### src/hdl/twu_map.vh
`ifndef TWU_MAP_VH
`define TWU_MAP_VH
`define TWU_ST_START 5'h01
`define TWU_ST_RSTART 5'h02
`define TWU_ST_ADDR_ACK 5'h03
`define TWU_ST_ADDR_NACK 5'h04
`define TWU_ST_DATA_ACK 5'h05
`define TWU_ST_DATA_NACK 5'h06
`define TWU_ST_ARB_LOST 5'h07
`define TWU_ST_IDLE 5'h1f
`define TWU_DIV_DEF 8'h05
`define TWU_BIT_LAST 3'h7
`endif

### src/hdl/twu_master.v
`timescale 1ns/1ps
`include "twu_map.vh"
module twu_master #(
	parameter DIV = `TWU_DIV_DEF
) (
	input wire clk_i,
	input wire rst_b_i,
	input wire ce_i,
	input wire ctl_wr_i,
	input wire ctl_flag_i,
	input wire ctl_start_i,
	input wire ctl_stop_i,
	input wire ctl_en_i,
	input wire data_valid_i,
	output reg data_ready_o,
	input wire [7:0] data_i,
	input wire [1:0] presc_i,
	output reg flag_o,
	output reg [7:0] iface_status_reg_o,
	output reg busy_o,
	input wire scl_i,
	output reg scl_oe_o,
	input wire sda_i,
	output reg sda_oe_o
);
	localparam S_IDLE = 3'h0;
	localparam S_START = 3'h1;
	localparam S_BIT = 3'h2;
	localparam S_ACK = 3'h3;
	localparam S_STOP = 3'h4;
	localparam S_WAIT = 3'h5;
	reg [2:0] st_q;
	reg [7:0] shift_data_reg_q;
	reg [2:0] bit_q;
	reg [1:0] ph_q;
	reg [7:0] div_q;
	reg addr_q;
	reg [4:0] code_q;
	reg post_q;
	reg en_q;
	reg [1:0] scl_s_q;
	reg [1:0] sda_s_q;
	reg go_start_q;
	reg go_stop_q;
	wire tick;
	wire b_valid;
	wire [7:0] b_data;
	reg b_ready;
	wire in_ready;
	wire b_push;
	wire b_pop;
	// Byte buffer keeps a word loaded while the shifter is still busy
	twu_buf2 #(.W(8)) u_buf (
		.clk_i(clk_i),
		.rst_b_i(rst_b_i),
		.ce_i(ce_i),
		.in_valid_i(b_push),
		.in_ready_o(in_ready),
		.in_data_i(data_i),
		.out_valid_o(b_valid),
		.out_ready_i(b_ready),
		.out_data_o(b_data)
	);
	function [7:0] mk_status;
		input [4:0] c;
		input [1:0] p;
		mk_status = {c, 1'b0, p};
	endfunction
	assign tick = (div_q == 8'h00);
	// Push only while ready shows room, so a word never enters a full buffer; a valid held over two edges pushes twice
	assign b_push = data_valid_i & data_ready_o;
	assign b_pop = b_valid & b_ready;
	always @*
	begin
		b_ready = ce_i & ctl_wr_i & ctl_flag_i & flag_o & ~ctl_start_i
			& ~ctl_stop_i & (st_q == S_WAIT);
	end
	always @(posedge clk_i or negedge rst_b_i)
	begin
		if (!rst_b_i)
		begin
			st_q <= S_IDLE;
			shift_data_reg_q <= 8'h00;
			bit_q <= 3'h0;
			ph_q <= 2'h0;
			div_q <= 8'h00;
			addr_q <= 1'b0;
			code_q <= `TWU_ST_IDLE;
			post_q <= 1'b0;
			en_q <= 1'b0;
			scl_s_q <= 2'h3;
			sda_s_q <= 2'h3;
			go_start_q <= 1'b0;
			go_stop_q <= 1'b0;
			flag_o <= 1'b0;
			iface_status_reg_o <= {`TWU_ST_IDLE, 3'h0};
			busy_o <= 1'b0;
			scl_oe_o <= 1'b0;
			sda_oe_o <= 1'b0;
			data_ready_o <= 1'b0;
		end
		else if (ce_i)
		begin
			scl_s_q <= {scl_s_q[0], scl_i};
			sda_s_q <= {sda_s_q[0], sda_i};
			// Ready tracks room left after this edge's push and pop
			data_ready_o <= ~((~in_ready & ~b_pop)
				| (in_ready & b_valid & b_push & ~b_pop));
			div_q <= tick ? DIV[7:0] : div_q - 8'h01;
			post_q <= 1'b0;
			// status follows flag by one cycle
			if (post_q)
				iface_status_reg_o <= mk_status(code_q, presc_i);
			else if (!flag_o)
				iface_status_reg_o <= mk_status(`TWU_ST_IDLE, presc_i);
			if (ctl_wr_i)
			begin
				en_q <= ctl_en_i;
				if (ctl_flag_i && flag_o)
				begin
					flag_o <= 1'b0;
					go_start_q <= ctl_start_i;
					go_stop_q <= ctl_stop_i & ~ctl_start_i;
				end
				else if (ctl_flag_i && st_q == S_IDLE && ctl_start_i)
					go_start_q <= 1'b1;
			end
			if (b_ready)
			begin
				// single shifter for address and data
				shift_data_reg_q <= b_data;
				addr_q <= (code_q == `TWU_ST_START)
					|| (code_q == `TWU_ST_RSTART);
				bit_q <= `TWU_BIT_LAST;
				ph_q <= 2'h0;
				st_q <= S_BIT;
			end
			// steps run only with the flag clear
			else if (tick && !flag_o && en_q)
			begin
				case (st_q)
				S_IDLE, S_WAIT:
				begin
					if (go_start_q)
					begin
						go_start_q <= 1'b0;
						ph_q <= 2'h0;
						st_q <= S_START;
					end
					else if (go_stop_q)
					begin
						go_stop_q <= 1'b0;
						ph_q <= 2'h0;
						st_q <= S_STOP;
					end
				end
				S_START:
				begin
					ph_q <= ph_q + 2'h1;
					case (ph_q)
					2'h0: begin scl_oe_o <= 1'b0; sda_oe_o <= 1'b0; end
					2'h1: sda_oe_o <= 1'b1;
					2'h2: scl_oe_o <= 1'b1;
					default:
					begin
						code_q <= (st_q == S_START && busy_o)
							? `TWU_ST_RSTART : `TWU_ST_START;
						busy_o <= 1'b1;
						flag_o <= 1'b1;
						post_q <= 1'b1;
						st_q <= S_WAIT;
					end
					endcase
				end
				S_BIT, S_ACK:
				begin
					ph_q <= ph_q + 2'h1;
					case (ph_q)
					2'h0: sda_oe_o <= (st_q == S_BIT)
						? ~shift_data_reg_q[7] : 1'b0;
					2'h1: scl_oe_o <= 1'b0;
					2'h2: if (scl_s_q[1] == 1'b0) ph_q <= ph_q;
					default:
					begin
						scl_oe_o <= 1'b1;
						if (st_q == S_BIT)
						begin
							shift_data_reg_q <= {shift_data_reg_q[6:0], 1'b0};
							bit_q <= bit_q - 3'h1;
							if (bit_q == 3'h0)
								st_q <= S_ACK;
						end
						else
						begin
							if (addr_q)
								code_q <= sda_s_q[1] ? `TWU_ST_ADDR_NACK
									: `TWU_ST_ADDR_ACK;
							else
								code_q <= sda_s_q[1] ? `TWU_ST_DATA_NACK
									: `TWU_ST_DATA_ACK;
							flag_o <= 1'b1;
							post_q <= 1'b1;
							st_q <= S_WAIT;
						end
					end
					endcase
				end
				S_STOP:
				begin
					ph_q <= ph_q + 2'h1;
					case (ph_q)
					2'h0: sda_oe_o <= 1'b1;
					2'h1: scl_oe_o <= 1'b0;
					2'h2: sda_oe_o <= 1'b0;
					default:
					begin
						busy_o <= 1'b0;
						code_q <= `TWU_ST_IDLE;
						st_q <= S_IDLE;
					end
					endcase
				end
				default: st_q <= S_IDLE;
				endcase
			end
			if (flag_o)
				scl_oe_o <= 1'b1;
		end
	end
endmodule // twu_master

### src/hdl/twu_buf2.v
`timescale 1ns/1ps
module twu_buf2 #(
	parameter W = 8
) (
	input wire clk_i,
	input wire rst_b_i,
	input wire ce_i,
	input wire in_valid_i,
	output wire in_ready_o,
	input wire [W-1:0] in_data_i,
	output wire out_valid_o,
	input wire out_ready_i,
	output wire [W-1:0] out_data_o
);
	reg [W-1:0] mem_q [0:1];
	reg wp_q;
	reg rp_q;
	reg [1:0] cnt_q;
	wire push;
	wire pop;
	assign in_ready_o = (cnt_q != 2'h2);
	assign out_valid_o = (cnt_q != 2'h0);
	assign out_data_o = mem_q[rp_q];
	assign push = in_valid_i & in_ready_o;
	assign pop = out_valid_o & out_ready_i;
	always @(posedge clk_i or negedge rst_b_i)
	begin
		if (!rst_b_i)
		begin
			wp_q <= 1'b0;
			rp_q <= 1'b0;
			cnt_q <= 2'h0;
			mem_q[0] <= {W{1'b0}};
			mem_q[1] <= {W{1'b0}};
		end
		else if (ce_i)
		begin
			if (push)
			begin
				mem_q[wp_q] <= in_data_i;
				wp_q <= ~wp_q;
			end
			if (pop)
				rp_q <= ~rp_q;
			cnt_q <= cnt_q + {1'b0, push} - {1'b0, pop};
		end
	end
endmodule // twu_buf2

### config.mk
export PLATFORM = sky130hd
export DESIGN_NAME = twu_master
export DESIGN_NICKNAME = d
export VERILOG_FILES = /design/src/hdl/twu_master.v /design/src/hdl/twu_buf2.v
export VERILOG_INCLUDE_DIRS = /design/src /design/src/hdl
export SDC_FILE = /design/constraint.sdc
export NUM_CORES = 1
export LEC_CHECK = 0
export BUFFER_PORTS_ARGS = -buffer_cell sky130_fd_sc_hd__buf_4
export CAP_MARGIN = 15
export CORE_MARGIN = 5
export CORE_UTILIZATION = 50
export CTS_CLUSTER_SIZE = 30
export DETAILED_ROUTE_END_ITERATION = 7
export PLACE_DENSITY = 0.75
export SYNTH_ARGS = -nofsm -noshare
export SYNTH_HDL_FRONTEND = slang
export SYNTH_SLANG_ARGS = --single-unit
### constraint.sdc
create_clock -name clk_i -period 2.8 [get_ports clk_i]
set_clock_uncertainty 0.2 [all_clocks]
set_input_delay 0.14 -clock clk_i [delete_from_list [all_inputs] [get_ports clk_i]]
set_output_delay 0.14 -clock clk_i [all_outputs]
set_load 0.1 [all_outputs]
==> impl_metrics.xml, run 1 <==
<?xml version="1.0" encoding="UTF-8"?>
<metrics>
  <group name="grt">
    <metric name="antenna_found_initial" unit="">0</metric>
    <metric name="grt_start_max_net_pins" unit="">69</metric>
    <metric name="via_count_of_the_first_global_routing_pass" unit="">2860</metric>
    <metric name="grt_usage" unit="%">19.0</metric>
    <metric name="grt_first_pass_wirelength" unit="um">13000</metric>
    <metric name="globalRoute.totalOverflow" unit="">0</metric>
  </group>
  <group name="place">
    <metric name="pre_cts_ws" unit="ns">0.457</metric>
    <metric name="dp_cells" unit="">454</metric>
    <metric name="gpl.final_weighted_congestion" unit="">0.830</metric>
    <metric name="io_buffer_count" unit="">32</metric>
    <metric name="post-dp-hpwl" unit="um">4910</metric>
  </group>
  <group name="layout">
    <metric name="filler_cells_inserted" unit="">555</metric>
    <metric name="stdcell_count" unit="">492</metric>
    <metric name="share_of_post_route_cells_with_drive_strength_above_1" unit="%">26.5</metric>
    <metric name="seqCellArea" unit="um^2">1720</metric>
    <metric name="multiInputGateArea" unit="um^2">1610</metric>
    <metric name="layout_common_cells" unit="">sky130_fd_sc_hd__dfrtp_1 (56), sky130_fd_sc_hd__buf_4 (38), sky130_fd_sc_hd__nor2_1 (32)</metric>
    <metric name="synthToLayoutAreaGrowth" unit="%">21.5</metric>
    <metric name="mostFrequentLayoutCell" unit="">sky130_fd_sc_hd__dfrtp_1</metric>
    <metric name="antennaDiodeCount" unit="">0</metric>
    <metric name="layout.nets" unit="">423</metric>
  </group>
  <group name="critical_path">
    <metric name="critical_path_arrival" unit="ns">2.37</metric>
    <metric name="timing.critical_path.fanout_max" unit="">9</metric>
    <metric name="critPathRequiredTime" unit="ns">2.83</metric>
    <metric name="cp-start-kind" unit="">flop</metric>
    <metric name="setup.worst_path.class" unit="">flop to flop</metric>
    <metric name="r2r.worst_path.cells" unit="">9</metric>
    <metric name="worstSetupEndpointType" unit="">flop</metric>
  </group>
  <group name="clock_tree">
    <metric name="cts_inserted_buffers" unit="">9</metric>
    <metric name="cts_htree_levels" unit="">3</metric>
    <metric name="post_cts.resized_instances" unit="">0</metric>
    <metric name="later_pin_clock_latency_in_the_skew_report" unit="ns">0.35</metric>
    <metric name="clk_pin_slew_worst_setup_hold_paths" unit="ns">0.08</metric>
    <metric name="clockBufferDepth" unit="">2</metric>
    <metric name="tritoncts_clock_tree" unit="">done</metric>
    <metric name="clock_tree.root_cell" unit="">sky130_fd_sc_hd__clkbuf_8</metric>
    <metric name="cts.sink_count" unit="">68</metric>
  </group>
  <group name="detailed_routing">
    <metric name="via_per_inst" unit="">5.49</metric>
    <metric name="dr.pass1.iters" unit="">4</metric>
    <metric name="routed_wire_length_per_instance" unit="um">15.1</metric>
    <metric name="wl" unit="um">7410</metric>
    <metric name="drc" unit="">0</metric>
    <metric name="drt_first_iter_violations" unit="">108</metric>
    <metric name="number_of_nets_with_antenna_violations_after_detailed_routing" unit="">0</metric>
    <metric name="via_count" unit="">2700</metric>
  </group>
  <group name="logic_synthesis">
    <metric name="synthesis.instances" unit="">336</metric>
    <metric name="synth.distinct_cells" unit="">58</metric>
    <metric name="synth_area_per_cell" unit="um^2">10.4</metric>
    <metric name="synth_area" unit="um^2">3480</metric>
    <metric name="yosys_warnings" unit="">0</metric>
    <metric name="yosys_register_bits" unit="">68</metric>
    <metric name="synth-edff-count" unit="">0</metric>
    <metric name="seq_total_area_yosys" unit="%">49.3</metric>
    <metric name="synthFlopType" unit="">sky130_fd_sc_hd__dfrtp_1</metric>
    <metric name="synth.net_count" unit="">368</metric>
    <metric name="ys_async_sr_fraction" unit="%">100</metric>
  </group>
  <group name="timing">
    <metric name="slew_headroom" unit="%">43.8</metric>
    <metric name="layout_worst_path_cycle_share" unit="%">83.6</metric>
    <metric name="final-setup-viol-count" unit="">0</metric>
    <metric name="maxSlewViolCount" unit="">0</metric>
    <metric name="setup_slack" unit="ns">0.460</metric>
    <metric name="rsz0062_at_grt" unit="">no</metric>
    <metric name="final_hold_viol_count" unit="">0</metric>
    <metric name="setup-tns-final" unit="ns">0</metric>
    <metric name="max_freq" unit="MHz">427</metric>
    <metric name="finalHoldWorstSlack" unit="ns">0.0457</metric>
    <metric name="post-route-min-period" unit="ns">2.34</metric>
    <metric name="worstMarginPinSlew" unit="ns">0.843</metric>
  </group>
  <group name="pwr">
    <metric name="total_design_power" unit="mW">3.09</metric>
    <metric name="maximum_resistive_drop_on_vdd" unit="V">0.000623</metric>
    <metric name="p_leak" unit="nW">1.86</metric>
    <metric name="power-per-cell-area" unit="nW/um^2">731</metric>
  </group>
  <group name="run">
    <metric name="maxCapViolCount" unit="">0</metric>
  </group>
  <group name="worst_hold_path">
    <metric name="min_path_cells" unit="">4</metric>
    <metric name="min-delay-path-class" unit="">input pin to flop</metric>
  </group>
  <group name="floorplan">
    <metric name="die_area" unit="um^2">8730</metric>
    <metric name="starting_density_of_the_core" unit="%">51.2</metric>
    <metric name="floorplan.core_area" unit="um^2">6790</metric>
    <metric name="io-pin-count" unit="">34</metric>
    <metric name="fp.dieH" unit="um">93.4</metric>
    <metric name="die_width" unit="um">93.4</metric>
    <metric name="num_rows" unit="">30</metric>
  </group>
  <group name="status">
    <metric name="outcome" unit="">finished clean</metric>
  </group>
</metrics>
## timing repair
action,4_1_cts,5_1_grt
setup buffers,0,0
endpoints found under the hold margin,84,0
hold buffers,22,0
endpoints found under the setup margin,0,0
## synth_stat cells, drive strengths merged (2+ instances only)
| master | n | area share, % |
|---|---|---|
| xor2 | 4 | 1.0 |
| nand2b | 4 | 0.72 |
| o22ai | 11 | 2.0 |
| and3 | 2 | 0.36 |
| and3b | 2 | 0.50 |
| xnor2 | 5 | 1.3 |
| clkbuf | 10 | 1.1 |
| mux2 | 30 | 9.7 |
| nand3 | 5 | 0.86 |
| nor2b | 6 | 1.1 |
| a21o | 2 | 0.43 |
| nand2 | 24 | 2.6 |
| nand4 | 3 | 0.54 |
| buf | 6 | 1.2 |
| nor4 | 2 | 0.79 |
| o21ai | 22 | 3.2 |
| a21oi | 17 | 2.4 |
| dfstp | 12 | 9.1 |
| a31oi | 4 | 0.90 |
| nor3 | 11 | 1.6 |
| nor3b | 4 | 1.0 |
| o22a | 5 | 1.3 |
| and4bb | 2 | 0.72 |
| mux2i | 2 | 0.58 |
| inv | 18 | 1.9 |
| a22o | 2 | 0.50 |
| and2 | 2 | 0.43 |
| ha | 11 | 4.0 |
| nor2 | 33 | 3.6 |
| dfrtp | 56 | 40 |
## path summary, 6_finish.rpt
kind / to / slack (ns) / startpoint
min in group asynchronous: ph_q[0] / 0.23 / rst_b_i
max in group asynchronous: bit_q[2] / 1.61 / rst_b_i
min: go_start_q / 0.05 / ctl_wr_i
min reg2reg: div_q[0] / 0.29 / div_q[0]
max: u_buf.cnt_q[1] / 0.46 / flag_o
max reg2reg: u_buf.cnt_q[1] / 0.46 / flag_o
## worst max-delay path, cell delays in order (launching register included)
cell and delay (ns):
sky130_fd_sc_hd__dfrtp_1 0.54, sky130_fd_sc_hd__and4b_1 0.31, sky130_fd_sc_hd__nand3_2 0.11, sky130_fd_sc_hd__nor2_1 0.22, sky130_fd_sc_hd__ha_1 0.26, sky130_fd_sc_hd__inv_1 0.06
sky130_fd_sc_hd__ha_1 0.15, sky130_fd_sc_hd__xor2_1 0.16, sky130_fd_sc_hd__nand2_1 0.08, sky130_fd_sc_hd__xnor2_1 0.12
## layer usage
| metal | up-vias | wire length, um | GRT usage [%] |
|---|---|---|---|
| met5 | - | 0 | 0 |
| met4 | 0 | 187 | 7.94 |
| met3 | 16 | 241 | 4.26 |
| met2 | 52 | 3800 | 32.9 |
| met1 | 1336 | 3170 | 22.8 |
| li1 | 1296 | - | - |
## cell type report
class	count	area share (%)
flip-flops and latches	68	40.6
multi-input cells	233	38.2
repair buffers	60	12.0
clock buffers	9	2.93
well taps	96	2.84
clock inverters	7	1.81
inverters	19	1.69
## cell families after synthesis
kind of cell / share of synthesized area [%]
simple gates: 16.3
xor+xnor: 2.26
fa+ha+maj: 3.95
mux: 10.3
flops: 49.3
compound gates: 13.4
buf+inv: 4.31
other cells: 0.108
## where the power goes
part,switching (mW),internal (mW),leakage (nW)
registers,0.184,1.22,0.828
logic,0.459,0.408,0.941
clock network,0.401,0.415,0.0958
total,1.04,2.05,1.86
## flip-flops by register name (all words and copies together), names as in the netlist, 2 cells and up
name / count
code_q: 4
sda_s_q: 2
st_q: 3
iface_status_reg_o: 6
u_buf.mem_q: 16
ph_q: 2
shift_data_reg_q: 8
div_q: 8
u_buf.cnt_q: 2
bit_q: 3
scl_s_q: 2
## through the flow
step	utilization [%]	area, um^2
floorplan	-	3480
global placement	56.0	3810
detailed placement	56.0	3810
CTS	62.2	4230
global route	62.2	4230
finish	62.2	4230
No activity file was read; power rests on OpenSTA's default activity.
==> run 2: changes to the inputs <==
--- a/config.mk
+++ b/config.mk
@@ -12,7 +12,7 @@
 export CORE_UTILIZATION = 50
 export CTS_CLUSTER_SIZE = 30
 export DETAILED_ROUTE_END_ITERATION = 7
-export PLACE_DENSITY = 0.75
+export PLACE_DENSITY = 0.78
 export SYNTH_ARGS = -nofsm -noshare
 export SYNTH_HDL_FRONTEND = slang
 export SYNTH_SLANG_ARGS = --single-unit
==> constraint.sdc (replaced) <==
create_clock -name clk_i -period 2.15 [get_ports clk_i]
set_clock_uncertainty 0.2 [all_clocks]
set_input_delay 0.1075 -clock clk_i [delete_from_list [all_inputs] [get_ports clk_i]]
set_output_delay 0.1075 -clock clk_i [all_outputs]
set_load 0.1 [all_outputs]
==> impl_metrics.xml, run 2 (same netlist as run 1, synthesis figures left out) <==
<?xml version="1.0" encoding="UTF-8"?>
<metrics>
  <group name="critical_path">
    <metric name="setup.worst_path.class" unit="">flop to flop</metric>
    <metric name="timing.critical_path.slowest_stage_cell" unit="">sky130_fd_sc_hd__dfrtp_1</metric>
    <metric name="critical_path_arrival" unit="ns">2.14</metric>
    <metric name="cp-start-kind" unit="">flop</metric>
    <metric name="timing.critical_path.fanout_max" unit="">2</metric>
    <metric name="path_buf_inv" unit="">1</metric>
    <metric name="critPathRequiredTime" unit="ns">2.19</metric>
    <metric name="reg2reg_slack" unit="ns">0.05</metric>
    <metric name="worstSetupEndpointType" unit="">flop</metric>
    <metric name="critical_path.max_stage_delay" unit="ns">0.38</metric>
    <metric name="crit_family" unit="">simple AND/OR/NAND/NOR gates</metric>
    <metric name="cell_repeated_most_along_the_worst_path" unit="">sky130_fd_sc_hd__ha_4</metric>
    <metric name="cp_cell_sequence" unit="">and4bb_2 &gt; nand3_4 &gt; nor2_4 &gt; ha_4 &gt; inv_2 &gt; ha_4 &gt; xor2_1 &gt; nand2_1 &gt; xnor2_1</metric>
    <metric name="r2r.worst_path.cells" unit="">9</metric>
    <metric name="critical_path_depth" unit="">9</metric>
  </group>
  <group name="place">
    <metric name="io_buffer_count" unit="">32</metric>
    <metric name="placed_cell_area" unit="um^2">3930</metric>
    <metric name="dp_cells" unit="">467</metric>
    <metric name="post-dp-hpwl" unit="um">5310</metric>
    <metric name="gpl.final_weighted_congestion" unit="">0.785</metric>
  </group>
  <group name="clock_tree">
    <metric name="cts.sink_count" unit="">68</metric>
    <metric name="clock_tree.root_cell" unit="">sky130_fd_sc_hd__clkbuf_8</metric>
    <metric name="tritoncts_clock_tree" unit="">done</metric>
    <metric name="clk_pin_slew_worst_setup_hold_paths" unit="ns">0.08</metric>
    <metric name="later_pin_clock_latency_in_the_skew_report" unit="ns">0.35</metric>
    <metric name="clockBufferDepth" unit="">2</metric>
    <metric name="cts_htree_levels" unit="">3</metric>
    <metric name="cts_inserted_buffers" unit="">9</metric>
  </group>
  <group name="layout">
    <metric name="register_with_the_most_flip_flops" unit="">u_buf.mem_q</metric>
    <metric name="mostFrequentLayoutCell" unit="">sky130_fd_sc_hd__dfrtp_1</metric>
    <metric name="layout.nets" unit="">435</metric>
    <metric name="antennaDiodeCount" unit="">0</metric>
    <metric name="layout_common_cells" unit="">sky130_fd_sc_hd__dfrtp_1 (54), sky130_fd_sc_hd__buf_4 (51), sky130_fd_sc_hd__nor2_1 (31)</metric>
    <metric name="synthToLayoutAreaGrowth" unit="%">25.3</metric>
    <metric name="postLayoutCellArea" unit="um^2">4360</metric>
    <metric name="share_of_post_route_cells_with_drive_strength_above_1" unit="%">30.6</metric>
    <metric name="largest_register_ff_count" unit="">16</metric>
    <metric name="reg.largest.list" unit="">u_buf.mem_q: 16 flops, div_q: 8 flops, shift_data_reg_q: 8 flops</metric>
    <metric name="stdcell_count" unit="">504</metric>
  </group>
  <group name="pwr">
    <metric name="power-per-cell-area" unit="nW/um^2">936</metric>
    <metric name="total_design_power" unit="mW">4.09</metric>
    <metric name="power_frac_comb" unit="%">29.3</metric>
    <metric name="power.switching" unit="mW">1.39</metric>
    <metric name="p_leak" unit="nW">1.93</metric>
    <metric name="pwr-share-seq" unit="%">45.1</metric>
    <metric name="internal_power" unit="mW">2.70</metric>
    <metric name="power_frac_clock" unit="%">25.7</metric>
    <metric name="switching_share_of_power" unit="%">34.0</metric>
    <metric name="maximum_resistive_drop_on_vdd" unit="V">0.000668</metric>
  </group>
  <group name="grt">
    <metric name="grt_first_pass_wirelength" unit="um">13600</metric>
    <metric name="globalRoute.totalOverflow" unit="">0</metric>
    <metric name="via_count_of_the_first_global_routing_pass" unit="">2946</metric>
    <metric name="grt_usage" unit="%">19.8</metric>
    <metric name="grt_start_max_net_pins" unit="">47</metric>
    <metric name="antenna_found_initial" unit="">0</metric>
  </group>
  <group name="status">
    <metric name="outcome" unit="">finished clean</metric>
  </group>
  <group name="floorplan">
    <metric name="io-pin-count" unit="">34</metric>
    <metric name="starting_density_of_the_core" unit="%">51.2</metric>
    <metric name="die_area" unit="um^2">8730</metric>
    <metric name="floorplan.core_area" unit="um^2">6790</metric>
    <metric name="die_width" unit="um">93.4</metric>
    <metric name="num_rows" unit="">30</metric>
    <metric name="fp.dieH" unit="um">93.4</metric>
  </group>
  <group name="timing">
    <metric name="finalHoldWorstSlack" unit="ns">0.0361</metric>
    <metric name="max_freq" unit="MHz">476</metric>
    <metric name="maxSlewViolCount" unit="">0</metric>
    <metric name="worstMarginPinSlew" unit="ns">0.612</metric>
    <metric name="final_hold_viol_count" unit="">0</metric>
    <metric name="post-route-min-period" unit="ns">2.10</metric>
    <metric name="slew_headroom" unit="%">59.2</metric>
    <metric name="final-setup-viol-count" unit="">0</metric>
    <metric name="setup-tns-final" unit="ns">0</metric>
    <metric name="layout_worst_path_cycle_share" unit="%">97.6</metric>
  </group>
  <group name="worst_hold_path">
    <metric name="min-delay-path-class" unit="">input pin to flop</metric>
    <metric name="min_path_cells" unit="">4</metric>
  </group>
  <group name="detailed_routing">
    <metric name="dr.pass1.iters" unit="">5</metric>
    <metric name="number_of_nets_with_antenna_violations_after_detailed_routing" unit="">0</metric>
    <metric name="wl" unit="um">7840</metric>
    <metric name="via_count" unit="">2774</metric>
    <metric name="via_per_inst" unit="">5.50</metric>
    <metric name="drt_first_iter_violations" unit="">192</metric>
    <metric name="drc" unit="">0</metric>
    <metric name="routed_wire_length_per_instance" unit="um">15.6</metric>
  </group>
  <group name="run">
    <metric name="maxCapViolCount" unit="">0</metric>
  </group>
</metrics>
run 2: cell count changes in the layout (fill, tap and decap cells not counted), moves of 2 or more:
cell / previous run / this run
sky130_fd_sc_hd__ha_1: 11 / 9
sky130_fd_sc_hd__dlygate4sd3_1: 22 / 20
sky130_fd_sc_hd__dfrtp_1: 56 / 54
sky130_fd_sc_hd__buf_4: 38 / 51
sky130_fd_sc_hd__clkinv_4: 2 / 0
sky130_fd_sc_hd__ha_4: 0 / 2
run 2: path summary, 6_finish.rpt:
path                                         end      from
max reg2reg                       u_buf.cnt_q[1]   st_q[1]
min                                   go_start_q  ctl_wr_i
min reg2reg                             bit_q[0]  bit_q[0]
min in group asynchronous        u_buf.mem_q[13]   rst_b_i
max                               u_buf.cnt_q[1]   st_q[1]
max in group asynchronous  iface_status_reg_o[4]   rst_b_i
run 2: repair_timing:
action / in CTS / in global routing
setup buffers: 0 / 1
hold endpoints to repair: 70 / 0
hold buffers: 20 / 0
pin swaps: 0 / 5
resized for setup: 1 / 7
setup endpoints to repair: 1 / 15
run 2: area by class of cell:
class	instances	area, um^2
fillers	524	2430
clock buffers	10	128
clock inverters	6	63.8
inverters	19	71.3
well taps	96	120
flip-flops and latches	68	1720
multi-input cells	233	1660
repair buffers	72	603
run 2: power groups by stage:
stage / logic [mW] / registers [mW] / clock network (mW)
2_1_floorplan: 0.711 / 1.96 / 0
3_3_place_gp: 1.09 / 1.83 / 0
3_5_place_dp: 1.13 / 1.86 / 0
4_1_cts: 1.18 / 1.83 / 1.07
5_1_grt: 1.33 / 1.88 / 1.12
6_report: 1.20 / 1.84 / 1.05
run 2: layer usage:
layer / vias to the layer above / wire, um / GRT usage [%]
li1: 1318 / - / -
met1: 1369 / 3360 / 23.9
met2: 69 / 4010 / 34.2
met3: 18 / 283 / 4.99
met4: 0 / 188 / 6.96
met5: - / 0 / 0
run 2: through the flow:
stage                     setup WS [ns]  utilization, %
after floorplan                  -0.135               -
after global placement            0.159            57.8
after detailed placement         0.0430            57.8
after CTS                        0.0178            63.6
after global routing           -0.00566            64.2
final                            0.0505            64.2
run 2: tightest hold or removal path, stage by stage:
cell and delay, ns:
sky130_fd_sc_hd__buf_4 0.12, sky130_fd_sc_hd__nand3_1 0.09, sky130_fd_sc_hd__o32a_1 0.15, sky130_fd_sc_hd__o22ai_1 0.07
